===== src/rtl/qpv_pkg.sv =====
//
// Purpose: shared constants and types for the quadrature position/velocity block
// Assumes: one 10 MHz clock, synchronous active-high reset
// Notes:   interrupt bit order is index, timer, direction, error
//
package qpv_pkg;

    localparam int unsigned CLK_HZ       = 10_000_000;
    localparam int unsigned POS_W        = 32;
    localparam int unsigned VEL_W        = 32;
    localparam int unsigned NUM_IRQ      = 4;

    // interrupt bit positions
    localparam int unsigned IRQ_INDEX    = 0;
    localparam int unsigned IRQ_TIMER    = 1;
    localparam int unsigned IRQ_DIR      = 2;
    localparam int unsigned IRQ_ERROR    = 3;

    // values after reset
    localparam logic [31:0] POS_RST      = 32'h0000_0000;
    localparam logic [31:0] VEL_RST      = 32'h0000_0000;
    localparam logic [3:0]  IRQ_RST      = 4'h0;

    // input synchroniser depth
    localparam int unsigned SYNC_STAGES  = 3;

    // configuration carried as one bundle
    typedef struct packed {
        logic pos_en;      // position capture enable
        logic vel_en;      // velocity capture enable
        logic clk_dir;     // 1: clock/direction, 0: phase mode
        logic both_edges;  // count edges of both channels
        logic swap;        // swap channel inputs
        logic idx_reset;   // reset position on index
    } qpv_cfg_t;

    // one decoded step from the decoder
    typedef struct packed {
        logic step;        // one count this cycle
        logic fwd;         // direction of that count
        logic err;         // both phases changed together
        logic index;       // index rising edge
    } qpv_step_t;

endpackage : qpv_pkg


===== src/rtl/qpv_sync.sv =====
//
// Purpose: three-flop synchroniser with agreement filter for encoder pins
// Assumes: inputs are asynchronous to CLK
// Notes:   output changes only when stages two and three agree
//
`timescale 1ns/1ps
module qpv_sync
    import qpv_pkg::*;
#(
    parameter int unsigned W = 3
) (
    input  wire logic         CLK,    // system clock
    input  wire logic         RESET,  // synchronous reset
    input  wire logic [W-1:0] din,    // raw pins
    output logic      [W-1:0] dout    // filtered level
);

    logic [W-1:0] s1_q;
    logic [W-1:0] s2_q;
    logic [W-1:0] s3_q;

    // synchroniser chain; first stage feeds only the second
    always_ff @(posedge CLK) begin
        if (RESET) begin
            s1_q <= '0;
            s2_q <= '0;
            s3_q <= '0;
        end else begin
            s1_q <= din;
            s2_q <= s1_q;
            s3_q <= s2_q;
        end
    end

    // accept a bit once stages two and three agree
    always_ff @(posedge CLK) begin
        if (RESET) begin
            dout <= '0;
        end else begin
            for (int i = 0; i < W; i++) begin
                if (s2_q[i] == s3_q[i]) begin
                    dout[i] <= s3_q[i];
                end
            end
        end
    end

endmodule : qpv_sync


===== src/rtl/qpv_decode.sv =====
//
// Purpose: channel swap and phase or clock/direction decode into steps
// Assumes: inputs already synchronised to CLK
// Notes:   output step bundle is registered, one cycle after the edge
//
`timescale 1ns/1ps
module qpv_decode
    import qpv_pkg::*;
(
    input  wire logic      CLK,    // system clock
    input  wire logic      RESET,  // synchronous reset
    input  qpv_cfg_t       cfg,    // configuration
    input  wire logic      ch_a,   // channel A level
    input  wire logic      ch_b,   // channel B level
    input  wire logic      idx,    // index level
    output qpv_step_t      st      // decoded step
);

    logic idx_q;
    logic pa;
    logic pb;
    logic pa_q;
    logic pb_q;
    logic ea;
    logic eb;

    // swap before any decoding
    assign pa = cfg.swap ? ch_b : ch_a;
    assign pb = cfg.swap ? ch_a : ch_b;
    assign ea = pa ^ pa_q;
    assign eb = pb ^ pb_q;

    // previous levels
    always_ff @(posedge CLK) begin
        if (RESET) begin
            pa_q  <= 1'b0;
            pb_q  <= 1'b0;
            idx_q <= 1'b0;
        end else begin
            pa_q  <= pa;
            pb_q  <= pb;
            idx_q <= idx;
        end
    end

    // step generation per mode
    always_ff @(posedge CLK) begin
        if (RESET) begin
            st <= '0;
        end else begin
            st.index <= idx & ~idx_q;
            if (cfg.clk_dir) begin
                st.step <= pa & ~pa_q;
                st.fwd  <= ~pb;
                st.err  <= 1'b0;
            end else begin
                st.err  <= ea & eb;
                st.step <= (ea ^ eb) & (ea | cfg.both_edges);
                // leading channel: A edge to differing levels means forward
                st.fwd  <= ea ? (pa ^ pb) : ~(pa ^ pb);
            end
        end
    end

endmodule : qpv_decode


===== src/rtl/qpv_top.sv =====
//
// Purpose: quadrature position and velocity capture with event flags
// Assumes: encoder pins asynchronous; control bits are plain ports
// Notes:   Functional notes below
`timescale 1ns/1ps
module qpv_top
    import qpv_pkg::*;
#(
    parameter int unsigned PW = POS_W,
    parameter int unsigned VW = VEL_W
) (
    input  wire logic          CLK,          // 10 MHz system clock
    input  wire logic          RESET,        // synchronous, active high
    input  wire logic          ENC_A,        // encoder channel A pin
    input  wire logic          ENC_B,        // encoder channel B pin
    input  wire logic          ENC_IDX,      // encoder index pin
    input  qpv_cfg_t           CFG,          // configuration bundle
    input  wire logic [PW-1:0] MAX_POS,      // maximum position
    input  wire logic [VW-1:0] VEL_PERIOD,   // timer period in clocks minus one
    input  wire logic          POS_WR,       // load position pulse
    input  wire logic [PW-1:0] POS_WDATA,    // position load value
    input  wire logic [3:0]    IRQ_MASK,     // per-source enables
    input  wire logic [3:0]    IRQ_CLR,      // write-one-to-clear pulse
    output logic      [PW-1:0] POSITION,     // position count
    output logic      [VW-1:0] VEL_RUNNING,  // running period total
    output logic      [VW-1:0] VEL_LATCHED,  // previous period total
    output logic               DIRECTION,    // last direction, 1 forward
    output logic               PHASE_ERR,    // sticky phase error
    output logic      [3:0]    IRQ_RAW,      // raw event status
    output logic      [3:0]    IRQ_MASKED,   // masked event status
    output logic               IRQ           // interrupt line
);

    ////////////////////////////////////////////////////////////////////////
    // input conditioning and decode

    logic [2:0] pins_s;
    qpv_step_t  st;
    qpv_cfg_t   dcfg;

    qpv_sync #(.W(3)) u_sync (
        .CLK   (CLK),
        .RESET (RESET),
        .din   ({ENC_IDX, ENC_B, ENC_A}),
        .dout  (pins_s)
    );

    qpv_decode u_dec (
        .CLK   (CLK),
        .RESET (RESET),
        .cfg   (dcfg),
        .ch_a  (pins_s[0]),
        .ch_b  (pins_s[1]),
        .idx   (pins_s[2]),
        .st    (st)
    );

    assign dcfg = CFG;

    ////////////////////////////////////////////////////////////////////////
    // position counter

    logic cnt;
    logic vel_on;
    logic tick;
    logic [VW-1:0] tmr_q;
    logic [3:0]    ev;

    assign cnt    = CFG.pos_en & st.step;
    assign vel_on = CFG.pos_en & CFG.vel_en;

    // next position with wrap at the programmed maximum
    function automatic logic [PW-1:0] step_pos(input logic [PW-1:0] p,
                                               input logic fwd,
                                               input logic [PW-1:0] mx);
        if (fwd) begin
            step_pos = (p >= mx) ? '0 : p + 1'b1;
        end else begin
            step_pos = (p == '0) ? mx : p - 1'b1;
        end
    endfunction : step_pos

    // position update, index reset and software load
    always_ff @(posedge CLK) begin
        if (RESET) begin
            POSITION <= POS_RST[PW-1:0];
        end else if (POS_WR) begin
            POSITION <= POS_WDATA;
        end else if (CFG.pos_en && CFG.idx_reset && st.index) begin
            POSITION <= DIRECTION ? '0 : MAX_POS;
        end else if (cnt) begin
            POSITION <= step_pos(POSITION, st.fwd, MAX_POS);
        end
    end

    // last direction, kept after motion stops
    always_ff @(posedge CLK) begin
        if (RESET) begin
            DIRECTION <= 1'b1;
        end else if (cnt) begin
            DIRECTION <= st.fwd;
        end
    end

    // sticky phase error
    always_ff @(posedge CLK) begin
        if (RESET) begin
            PHASE_ERR <= 1'b0;
        end else if (CFG.pos_en && st.err) begin
            PHASE_ERR <= 1'b1;
        end else if (IRQ_CLR[IRQ_ERROR]) begin
            PHASE_ERR <= 1'b0;
        end
    end

    ////////////////////////////////////////////////////////////////////////
    // velocity timer and accumulator

    assign tick = vel_on && (tmr_q == '0);

    // down-counting period timer
    always_ff @(posedge CLK) begin
        if (RESET) begin
            tmr_q <= VEL_PERIOD;     // full first period, no expiry right after reset
        end else if (!vel_on) begin
            tmr_q <= VEL_PERIOD;
        end else if (tmr_q == '0) begin
            tmr_q <= VEL_PERIOD;
        end else begin
            tmr_q <= tmr_q - 1'b1;
        end
    end

    // pulse totals: running and latched at expiry
    always_ff @(posedge CLK) begin
        if (RESET) begin
            VEL_RUNNING <= VEL_RST[VW-1:0];
            VEL_LATCHED <= VEL_RST[VW-1:0];
        end else if (!vel_on) begin
            VEL_RUNNING <= '0;
        end else if (tick) begin
            VEL_LATCHED <= VEL_RUNNING + VW'(cnt);
            VEL_RUNNING <= '0;
        end else if (cnt) begin
            VEL_RUNNING <= VEL_RUNNING + 1'b1;
        end
    end

    ////////////////////////////////////////////////////////////////////////
    // event status, set beats clear

    assign ev[IRQ_INDEX] = CFG.pos_en & st.index;
    assign ev[IRQ_TIMER] = tick;
    assign ev[IRQ_DIR]   = cnt & (st.fwd != DIRECTION);
    assign ev[IRQ_ERROR] = CFG.pos_en & st.err;

    // raw sticky status
    always_ff @(posedge CLK) begin
        if (RESET) begin
            IRQ_RAW <= IRQ_RST;
        end else begin
            IRQ_RAW <= (IRQ_RAW & ~IRQ_CLR) | ev;
        end
    end

    // masked view and line
    always_ff @(posedge CLK) begin
        if (RESET) begin
            IRQ_MASKED <= IRQ_RST;
            IRQ        <= 1'b0;
        end else begin
            IRQ_MASKED <= ((IRQ_RAW & ~IRQ_CLR) | ev) & IRQ_MASK;
            IRQ        <= |(((IRQ_RAW & ~IRQ_CLR) | ev) & IRQ_MASK);
        end
    end

    ////////////////////////////////////////////////////////////////////////
    // assertions

    property p_raw_set;
        @(posedge CLK) disable iff (RESET) ev[IRQ_TIMER] |=> IRQ_RAW[IRQ_TIMER];
    endproperty
    a_raw_set: assert property (p_raw_set) else $error("timer event not flagged");

    property p_mask_and;
        @(posedge CLK) disable iff (RESET) 1'b1 |=> (IRQ_MASKED == (IRQ_RAW & $past(IRQ_MASK)));
    endproperty
    a_mask_and: assert property (p_mask_and) else $error("masked view wrong");

    property p_irq_line;
        @(posedge CLK) disable iff (RESET) IRQ == (|IRQ_MASKED);
    endproperty
    a_irq_line: assert property (p_irq_line) else $error("irq line mismatch");

    property p_vel_off;
        @(posedge CLK) disable iff (RESET) !CFG.pos_en |=> VEL_RUNNING == '0;
    endproperty
    a_vel_off: assert property (p_vel_off) else $error("velocity ran while disabled");

    property p_latch;
        @(posedge CLK) disable iff (RESET)
            (tick && !cnt) |=> VEL_LATCHED == $past(VEL_RUNNING) && VEL_RUNNING == '0;
    endproperty
    a_latch: assert property (p_latch) else $error("period total not latched");

    property p_fwd_step;
        @(posedge CLK) disable iff (RESET)
            (cnt && st.fwd && !POS_WR && !(CFG.idx_reset && st.index) && POSITION < MAX_POS)
            |=> POSITION == $past(POSITION) + 1'b1;
    endproperty
    a_fwd_step: assert property (p_fwd_step) else $error("forward step lost");

    property p_rev_idx;
        @(posedge CLK) disable iff (RESET)
            (!POS_WR && CFG.pos_en && CFG.idx_reset && st.index && !DIRECTION)
            |=> POSITION == $past(MAX_POS);
    endproperty
    a_rev_idx: assert property (p_rev_idx) else $error("reverse index load wrong");

    property p_no_idx;
        @(posedge CLK) disable iff (RESET)
            (!CFG.idx_reset && !POS_WR && !cnt) |=> POSITION == $past(POSITION);
    endproperty
    a_no_idx: assert property (p_no_idx) else $error("position moved without step");

    property p_dir_hold;
        @(posedge CLK) disable iff (RESET) !cnt |=> $stable(DIRECTION);
    endproperty
    a_dir_hold: assert property (p_dir_hold) else $error("direction changed idle");

    property p_err;
        @(posedge CLK) disable iff (RESET) (CFG.pos_en && st.err) |=> PHASE_ERR;
    endproperty
    a_err: assert property (p_err) else $error("phase error not held");

    property p_tmr_reload;
        @(posedge CLK) disable iff (RESET) tick |=> tmr_q == $past(VEL_PERIOD);
    endproperty
    a_tmr_reload: assert property (p_tmr_reload) else $error("timer not reloaded");

    property p_tmr_down;
        @(posedge CLK) disable iff (RESET)
            (vel_on && (tmr_q != '0)) |=> tmr_q == $past(tmr_q) - 1'b1;
    endproperty
    a_tmr_down: assert property (p_tmr_down) else $error("timer did not count");

    property p_run_count;
        @(posedge CLK) disable iff (RESET)
            (vel_on && !tick && cnt) |=> VEL_RUNNING == $past(VEL_RUNNING) + 1'b1;
    endproperty
    a_run_count: assert property (p_run_count) else $error("pulse not summed");

    property p_dir_evt;
        @(posedge CLK) disable iff (RESET)
            (cnt && (st.fwd != DIRECTION)) |=> IRQ_RAW[IRQ_DIR];
    endproperty
    a_dir_evt: assert property (p_dir_evt) else $error("direction event lost");

    property p_idx_evt;
        @(posedge CLK) disable iff (RESET) ev[IRQ_INDEX] |=> IRQ_RAW[IRQ_INDEX];
    endproperty
    a_idx_evt: assert property (p_idx_evt) else $error("index event lost");

    property p_clr;
        @(posedge CLK) disable iff (RESET)
            (IRQ_CLR[IRQ_INDEX] && !ev[IRQ_INDEX]) |=> !IRQ_RAW[IRQ_INDEX];
    endproperty
    a_clr: assert property (p_clr) else $error("index status not cleared");

    property p_sw_load;
        @(posedge CLK) disable iff (RESET) POS_WR |=> POSITION == $past(POS_WDATA);
    endproperty
    a_sw_load: assert property (p_sw_load) else $error("position load lost");

    property p_fwd_idx;
        @(posedge CLK) disable iff (RESET)
            (!POS_WR && CFG.pos_en && CFG.idx_reset && st.index && DIRECTION) |=> POSITION == '0;
    endproperty
    a_fwd_idx: assert property (p_fwd_idx) else $error("forward index reset wrong");

    c_tick:  cover property (@(posedge CLK) disable iff (RESET) tick);
    c_idx:   cover property (@(posedge CLK) disable iff (RESET) ev[IRQ_INDEX]);
    c_dir:   cover property (@(posedge CLK) disable iff (RESET) ev[IRQ_DIR]);
    c_irq:   cover property (@(posedge CLK) disable iff (RESET) $rose(IRQ));
    c_err:   cover property (@(posedge CLK) disable iff (RESET) ev[IRQ_ERROR]);

endmodule : qpv_top


===== config.mk =====
export PLATFORM = sky130hd
export DESIGN_NAME = qpv_top
export DESIGN_NICKNAME = d
export VERILOG_FILES = /design/src/rtl/qpv_pkg.sv /design/src/rtl/qpv_sync.sv /design/src/rtl/qpv_decode.sv /design/src/rtl/qpv_top.sv
export SDC_FILE = /design/constraint.sdc
export NUM_CORES = 1
export LEC_CHECK = 0
export BUFFER_PORTS_ARGS = -buffer_cell sky130_fd_sc_hd__clkbuf_2
export CELL_PAD_IN_SITES_DETAIL_PLACEMENT = 1
export CELL_PAD_IN_SITES_GLOBAL_PLACEMENT = 2
export CORE_ASPECT_RATIO = 1.4
export CORE_MARGIN = 2
export CORE_UTILIZATION = 31
export DETAILED_ROUTE_END_ITERATION = 12
export PLACE_DENSITY = 0.84
export SYNTH_ARGS = -nofsm -noshare
export SYNTH_HDL_FRONTEND = slang
export SYNTH_SLANG_ARGS = --single-unit

===== constraint.sdc =====
create_clock -name CLK -period 3.61 [get_ports CLK]
set_input_delay 0.361 -clock CLK [delete_from_list [all_inputs] [get_ports CLK]]
set_output_delay 0.361 -clock CLK [all_outputs]
set_load 0.005 [all_outputs]

# --- Word-level counts from Yosys, hierarchy flattened ---
# Index checks and enable logic that the tools add are counted.
word_totals:
  register_bits: 158
  inputBits: 116
  output_inout_bits: 107
  wordCells: 83
op_classes:
  add_sub_neg: 5
  order_cmp: 1
  eq_ne: 4
  n_mux: 16
  n_bitwise: 23
  n_reduce_logical: 12
op_table:
  columns: ["cell", "n"]
  rows:
  - ["2-to-1 mux 32 bit", 10]
  - ["adder 32 x 1 -> 32 bit (second input constant)", 2]
  - ["zero test 32 bit", 2]
  - ["subtractor 32 x 1 -> 32 bit (second input constant)", 2]
  - ["adder 32 x 1 -> 32 bit", 1]
  - ["greater-or-equal comparator 32 bit", 1]
  - ["AND 1 bit", 9]
  - ["AND 4 bit", 2]
  - ["2-to-1 mux 1 bit", 5]
  - ["NOT 1 bit", 5]
  - ["logical AND 1 bit", 4]
  - ["NOT 4 bit", 1]
  - ["OR 4 bit", 1]
  - ["OR reduction 4 bit", 1]
  - ["bitwise XOR 1 bit", 4]
  - ["equality test 1 bit", 3]
  - ["2-to-1 mux 3 bit", 1]
  - ["nonzero test 3 bit", 1]
  - ["OR reduction 3 bit", 1]
  - ["AND reduction 2 bit", 1]
  - ["nonzero test 2 bit", 1]
  - ["OR reduction 2 bit", 1]
  - ["inequality test 1 bit", 1]
  - ["OR 1 bit", 1]

# --- Longest topological paths before layout ---
# Gate-level depths: netlist of the first run.
logic_depth:
  word_depth: 6
  mapped_depth: 13
  ltp_nobuf: 11

# --- By module ---
# Synthesis of the first run repeated with hierarchy kept, for this count alone.
unflattened:
  cells_unflattened: 1229
  hier_area_um2: 9684.3
by_module_without_submodules:
  columns: ["mod", "instances", "cells_per_inst", "area_each_um2", "seq_area_each_um2"]
  rows:
  - ["qpv_top", 1, 1167, 8991.1, 2782.7]
  - ["qpv_sync", 1, 31, 387.9, 240.2]
  - ["qpv_decode", 1, 31, 305.3, 140.1]

# --- Least setup slack after synthesis of the first run ---
# No wires, ideal clock.
synth_timing:
  path_type: "reg2reg"
  start: "reg POSITION[24]"
  end: "reg POSITION[13]"
  setup_ps: 117
  t_arrival_ps: 2667
  t_required_ps: 3493
  setup_slack_ps: 826
  path_stages_with_launch: 10
  n_path_buf: 3
  synth_period_minus_slack_ps: 2784
  path_cell_list: "dfxtp_1 buf_6 or4_4 or4_4 or4_4 buf_6 clkbuf_1 o211ai_1 a31oi_1 o22a_1"
synth_via:
  elab_chain_len: 6
  word_cells_on_any_way: 8
  cone_classes: "order compare: 1; mux: 6; reduce/logical: 1"
synth_rtl:
  columns: ["element", "line", "rtl"]
  rows:
  - ["from (decl)", "qpv_top.sv:24", "output logic [PW-1:0] POSITION,"]
  - ["from (signal assigned)", "qpv_top.sv:86", "POSITION <= POS_RST[PW-1:0];"]
  - ["from (signal assigned)", "qpv_top.sv:90", "POSITION <= DIRECTION ? '0 : MAX_POS;"]
  - ["from (signal assigned)", "qpv_top.sv:92", "POSITION <= step_pos(POSITION, st.fwd, MAX_POS);"]
  - ["greater-or-equal comparator 32 bit / zero test 32 bit (equally long branches)", "qpv_top.sv:77, qpv_top.sv:79", null]
  - ["2-to-1 mux 32 bit, on equally long branches", "qpv_top.sv:77, qpv_top.sv:79", null]
  - ["2-to-1 mux 32 bit *", "qpv_top.sv:76", "if (fwd) begin"]
  - ["2-to-1 mux 32 bit *", "qpv_top.sv:91", "end else if (cnt) begin"]
  - ["2-to-1 mux 32 bit *", "qpv_top.sv:89", "end else if (CFG.pos_en && CFG.idx_reset && st.index) begin"]
  - ["2-to-1 mux 32 bit *", "qpv_top.sv:87", "end else if (POS_WR) begin"]
# Every way passes the cells marked *; elsewhere a longest branch is shown, timed or not. The select of a mux whose other input is x is not followed.
# A chain may end at the register's enable or synchronous reset.

# --- Worst setup path after layout of the first run ---
layout_timing:
  start: "reg POSITION[0]"
  end: "reg POSITION[30]"
layout_via:
  elab_chain_len: 6
  word_cells_on_any_way: 10
  cone_classes: "add/sub: 2; order compare: 1; mux: 6; reduce/logical: 1"
layout_rtl:
  columns: ["element", "line", "rtl"]
  rows:
  - ["subtractor 32 x 1 -> 32 bit (tied with other cells)", "qpv_top.sv:79", "step_pos = (p == '0) ? mx : p - 1'b1;"]
  - ["2-to-1 mux 32 bit, on equally long branches", "qpv_top.sv:79, qpv_top.sv:77", null]
  - ["2-to-1 mux 32 bit *", "qpv_top.sv:76", null]
  - ["2-to-1 mux 32 bit *", "qpv_top.sv:91", null]
  - ["2-to-1 mux 32 bit *", "qpv_top.sv:89", null]
  - ["2-to-1 mux 32 bit *", "qpv_top.sv:87", null]
# Marked as above.

==> impl_metrics.py, run 1 <==
metrics = {
    "pwr": {
        "clock_power_share_pct": 43.3,
        "p_switching_uw": 1348,
        "p_leak_uw": 0.005028,
        "seqPwrFrac_pct": 42.2,
        "swShare_pct": 30.01,
        "internal_power_uw": 3145,
        "power_density_nw_per_um2": 370.9,
        "ir_drop_mv": 0.2859,
        "power.share.combinational_pct": 14.5,
    },
    "min_path": {
        "min_path_type": "input port to flop",
        "hold_depth": 3,
    },
    "cells_and_area": {
        "area_delta_synth_final_pct": 21.88,
        "stdcell_count": 1918,
        "drive_gt1_share_pct": 21.02,
        "fin_nets": 1667,
        "fin_util_pct": 38.33,
    },
    "floorplanning": {
        "die_w_microns": 155.3,
        "coreArea_sq_um": 31600,
        "boundaryPins": 223,
        "dieArea_sq_um": 33530,
        "start_util_pct": 31.45,
        "die_y_microns": 215.9,
        "rows": 77,
    },
    "placed_design": {
        "gp_congestion": 0.8440,
        "dp.cells": 1885,
        "dpl.hpwl_microns": 27970,
        "io_buffers": 222,
        "post-place-ws_ns": 0.5752,
    },
    "global_routing": {
        "grt_pass1_vias": 10890,
        "grt_max_degree": 65,
        "grt_overflow": 0,
        "grt_pass1_wl_microns": 59570,
        "antenna_found_initial": 1,
        "grt_usage_pct": 22.64,
    },
    "detailed_routing": {
        "detail_route.wl_per_cell_microns": 19.51,
        "drtPass1Iterations": 6,
        "drt_iter0_drc": 515,
        "vias": 10310,
        "vias_per_cell": 5.373,
        "drc": 0,
        "postRouteAntennaNets": 0,
        "wl_microns": 37430,
    },
    "yosys": {
        "yosys_warnings": 0,
        "synth_area_sq_um": 9938,
        "yosysTopAreaCellShare_pct": 31.83,
        "netlist.top_cell.by_area": "dfxtp_1",
        "synthFlopType": "dfxtp_1",
        "synth_area_per_cell_sq_um": 7.552,
        "syn-num-nets": 1474,
        "ys_seq_area_share_pct": 31.83,
        "synthCells": 1316,
        "synthArstFlopShare_pct": 0,
        "synthTopCellsByArea": "dfxtp_1, xnor2_1, nand2_1, ha_1, nor2_1",
        "synth-seq-cells": 158,
        "synth_edf_count": 0,
        "synthDistinctLibCells": 64,
    },
    "run": {
        "drv_cap": 0,
    },
    "critical_path": {
        "slowest_stage": "a2111oi_0",
        "required_ns": 3.95,
        "cp_max_fo": 20,
        "max_stage_delay_ns": 0.62,
        "cp.arrival_ns": 3.44,
        "r2r_cells": 10,
        "worst-setup-path-type": "flop to flop",
        "cp_cell_sequence": "inv_1 -> ha_1 -> nand2b_1 -> a2111oi_0 -> or4_1 -> a31oi_1 -> nor2_2 -> buf_4 -> a21oi_1 -> a221oi_1",
        "end_kind": "flop",
        "startpoint_type": "flop",
    },
    "cts": {
        "clk_path_buf_depth": 2,
        "clk_pin_slew_ns": 0.08,
        "clock_sinks": 158,
        "clock_latency_ns": 0.46,
        "cts_tree": "yes",
        "cts_buffers": 17,
        "holdBufCountCts": 0,
        "post_cts_buffers": 0,
        "cts_root_buffer": "clkbuf_16",
        "htree_levels": 4,
        "ctsResizeCount": 0,
    },
    "timing": {
        "tns_ns": 0,
        "hold_viol": 0,
        "finalSetupViolations": 0,
        "relSlewSlack_pct": 37.62,
        "fin_crit_ns": 3.094,
        "min_period_over_period_pct": 85.72,
        "rsz0062_at_grt": "no",
        "worstMarginPinSlew_ns": 0.9334,
        "fmax_mhz": 323.2,
        "timing.final.ws_setup_ns": 0.5156,
        "finalMaxSlewViolations": 0,
        "finalClockSkew_ns": 0.02167,
    },
    "status": {
        "status": "complete, no violations",
    },
}
-- flip-flops by register name, indices dropped and copies added, names as in the netlist, 3 cells and up --
register,cells
IRQ_MASKED,4
IRQ_RAW,4
POSITION,32
VEL_LATCHED,32
VEL_RUNNING,32
tmr_q,32
u_dec.st,4
u_sync.dout,3
u_sync.s1_q,3
u_sync.s2_q,3
u_sync.s3_q,3
-- layout make-up --
type	count	area, sq um
Clock inverter	14	171.4
Sequential cell	158	3163
Multi-Input combinational cell	1005	6168
Fill cell	3942	19490
Timing Repair Buffer	267	1449
Inverter	60	225.2
Tap cell	395	494.2
Clock buffer	18	439.2
Antenna cell	1	2.502
-- cell usage in the layout, fill, tap and decap left out, types with 43 or more instances in the layout --
master	count
xnor2_1	92
clkbuf_2	222
o21ai_0	62
a21oi_1	88
nand2_1	182
dfxtp_1	158
a211oi_1	43
buf_4	45
inv_1	59
nand3_1	47
nor3_1	44
nor2_1	120
xor2_1	45
-- critical path, delay by kind of cell, from the launching register on --
| family | cells | cell delay (ns) |
|---|---|---|
| adders and majority gates | 1 | 0.29 |
| AOI/OAI and AO/OA | 4 | 1.09 |
| and+or+nand+nor | 3 | 0.51 |
| buffers and inverters | 2 | 0.49 |
| DFF | 1 | 0.59 |
-- logic make-up (layout without fill, tap and decap cells) --
family	after synthesis	after routing	synth area share, %
other cells	0	1	0
mux	4	4	0.4406
simple gates	553	553	27.04
xor+xnor	137	137	12.07
compound gates	269	269	17.17
flops	158	158	31.83
fa+ha+maj	42	42	5.288
buf+inv	153	359	6.156
-- power groups by stage --
stage	Combinational, uW	Sequential [uW]	Clock, uW
final	651	1900	1950
after CTS	653	1900	1990
after floorplan	409	1890	0
after global placement	636	1930	0
after detailed placement	648	1940	0
after global routing	721	1910	2060
-- per-layer routing --
layer	wire [microns]	vias up	global-route usage, %
met5	0	-	0
met4	1228	0	9.235
met3	1654	65	4.378
met2	19490	250	41.56
met1	15050	5007	25.32
li1	-	4984	-
-- through the flow --
stage	total power [uW]	area [sq um]	hold WS (ns)
floorplan	2303	9938	0.3674
global placement	2567	11500	0.3723
detailed placement	2584	11500	0.3840
CTS	4544	12110	0.08120
global route	4689	12110	0.08590
finish	4493	12110	0.1017
-- final timing paths --
check | endpoint | slack (ns) | start
worst max-delay path | POSITION[30] | 0.52 | POSITION[0]
worst min-delay path | tmr_q[23] | 0.10 | VEL_PERIOD[23]
worst max register to register | POSITION[30] | 0.52 | POSITION[0]
worst min register to register | u_dec.st[0] | 0.39 | u_dec.idx_q
-- Yosys cell counts, types with 14 or more instances --
cell / n
or4_1: 14
a21oi_1: 88
clkbuf_1: 75
dfxtp_1: 158
nor3_1: 44
nand3_1: 47
ha_1: 42
nor2_1: 122
nor4_1: 27
inv_1: 59
nand4_1: 26
nand2_1: 182
o21ai_0: 62
xor2_1: 45
nor2b_1: 14
xnor2_1: 92
a211oi_1: 43
and3_1: 17
No activity file was read; power rests on OpenSTA's default activity.
==> run 2, diff against run 1 <==
--- a/config.mk
+++ b/config.mk
@@ -13,6 +13,7 @@
 export CORE_UTILIZATION = 31
 export DETAILED_ROUTE_END_ITERATION = 12
 export PLACE_DENSITY = 0.84
+export REMOVE_ABC_BUFFERS = 1
 export SYNTH_ARGS = -nofsm -noshare
 export SYNTH_HDL_FRONTEND = slang
 export SYNTH_SLANG_ARGS = --single-unit
==> constraint.sdc (replaced) <==
create_clock -name CLK -period 3.61 [get_ports CLK]
set_input_delay 0.361 -clock CLK [delete_from_list [all_inputs] [get_ports CLK]]
set_output_delay 0.361 -clock CLK [all_outputs]
set_load 0.01 [all_outputs]
==> run 2 against run 1 <==
Setup slack worse by 0.28 ns. First-iteration DRC count is 24% lower. Maximum frequency decreased by 8.2%. Clock power shrank 6%. Critical path type unchanged. Highest routed layer is now met5.
==> impl_metrics.py, run 2 (synthesis gave the netlist of run 1 again) <==
metrics = {
    "status": {
        "status": "complete, no violations",
    },
    "critical_path": {
        "required_ns": 3.95,
        "critPathLaunch": "POSITION[10]",
        "startpoint_type": "flop",
        "cp_max_fo": 21,
        "r2r_cells": 9,
        "rrSetupSlack_ns": 0.24,
        "rr_startpoint": "POSITION[10]",
        "end_kind": "flop",
        "cp.arrival_ns": 3.71,
        "worst-setup-path-type": "flop to flop",
        "r2r_end": "POSITION[14]",
    },
    "min_path": {
        "hold_depth": 3,
        "hold_end": "tmr_q[6]",
        "min_path_type": "input port to flop",
        "min-delay-start": "VEL_PERIOD[6]",
    },
    "placed_design": {
        "gp_congestion": 0.8938,
        "post-place-ws_ns": 0.1387,
        "io_buffers": 222,
        "dpl_cell_area_sq_um": 11690,
        "dpl.hpwl_microns": 28500,
    },
    "cts": {
        "clk_pin_slew_ns": 0.07,
        "clock_latency_ns": 0.45,
        "cts_buffers": 17,
        "ctsResizeCount": 0,
        "cts_root_buffer": "clkbuf_16",
        "cts_tree": "yes",
        "clock_sinks": 158,
        "holdBufCountCts": 0,
        "clk_path_buf_depth": 2,
        "post_cts_buffers": 0,
        "htree_levels": 4,
    },
    "global_routing": {
        "grt_usage_pct": 22.42,
        "antenna_found_initial": 2,
        "grt_max_degree": 63,
        "grt_overflow": 0,
        "grt_pass1_vias": 10900,
        "grt_pass1_wl_microns": 58790,
    },
    "detailed_routing": {
        "met3_length_microns": 1894,
        "drt_iter0_drc": 389,
        "met2_length_microns": 19330,
        "detail_route.wl_per_cell_microns": 19.16,
        "vias": 10360,
        "drtPass1Iterations": 5,
        "postRouteAntennaNets": 0,
        "drc": 0,
        "wl_met1_microns": 14660,
        "highest_layer": "met5",
        "vias_per_cell": 5.341,
        "wl_microns": 37170,
    },
    "timing": {
        "tns_ns": 0,
        "timing.final.ws_setup_ns": 0.2405,
        "min_period_over_period_pct": 93.34,
        "worstMarginPinSlew_ns": 1.093,
        "relSlewSlack_pct": 27.04,
        "finalSetupViolations": 0,
        "rsz0062_at_grt": "no",
        "hold_viol": 0,
        "finalClockSkew_ns": 0.01833,
        "fin_crit_ns": 3.369,
        "fmax_mhz": 296.8,
        "finalMaxSlewViolations": 0,
    },
    "floorplanning": {
        "dieArea_sq_um": 33530,
        "coreArea_sq_um": 31600,
        "die_y_microns": 215.9,
        "rows": 77,
        "start_util_pct": 31.45,
        "boundaryPins": 223,
        "die_w_microns": 155.3,
    },
    "cells_and_area": {
        "final_area_sq_um": 12270,
        "area_delta_synth_final_pct": 23.48,
        "drive_gt1_share_pct": 22.09,
        "fin_nets": 1689,
        "final_cell_mix": "clkbuf_2, nand2_1, dfxtp_1, nor2_1, xnor2_1",
        "final_common_cell": "clkbuf_2",
    },
    "pwr": {
        "ir_drop_mv": 0.3056,
        "power_density_nw_per_um2": 360.1,
        "power.total_uw": 4420,
        "p_leak_uw": 0.005129,
    },
    "run": {
        "drv_cap": 0,
    },
}
## run 2: metrics by stage
| stage | instances | hold slack, ns | utilization (%) |
|---|---|---|---|
| after global placement | 1907 | 0.3711 | 36.99 |
| after CTS | 1939 | 0.08518 | 38.83 |
| after global routing | 1939 | 0.1045 | 38.83 |
| after floorplan | 1223 | 0.3674 | - |
| final | 1940 | 0.1102 | 38.83 |
| after detailed placement | 1907 | 0.3758 | 36.99 |
## run 2: critical path: stages, from the launching register on
cell	delay (ns)
dfxtp_1	0.43
ha_1	0.37
nand4_1	0.24
or4_1	0.63
or4_1	0.49
a31oi_1	0.24
nor2_2	0.24
buf_4	0.28
and3_1	0.16
o22a_1	0.17
## run 2: worst max path at each step
stage                         endpoint  slack, ns  cells past startpoint
after floorplan              tmr_q[10]       0.17                      5
final                     POSITION[14]       0.24                      9
after global placement    POSITION[30]       0.21                     11
after global routing      POSITION[30]       0.04                     10
after detailed placement  POSITION[30]       0.14                     11
after CTS                 POSITION[30]       0.21                      9
## run 2: final cells by class
cell class                      instances  area (sq um)
Clock inverter                         12         122.6
Tap cell                              395         494.2
Fill cell                            3968         19330
Inverter                               60         225.2
Clock buffer                           20         456.7
Multi-Input combinational cell       1005          6168
Antenna cell                            1         2.502
Timing Repair Buffer                  289          1639
Sequential cell                       158          3163
## run 2: layer usage
| metal | vias up | global-route usage (%) |
|---|---|---|
| li1 | 5040 | - |
| met1 | 4984 | 24.62 |
| met2 | 260 | 41.31 |
| met3 | 75 | 4.378 |
| met4 | 2 | 9.878 |
| met5 | - | 0 |
## run 2: report_power, final
part | switching, uW | internal (uW) | total, uW
sequential | 58.7 | 1800 | 1860
clock | 837 | 1000 | 1840
combinational | 418 | 299 | 716
total | 1310 | 3110 | 4420
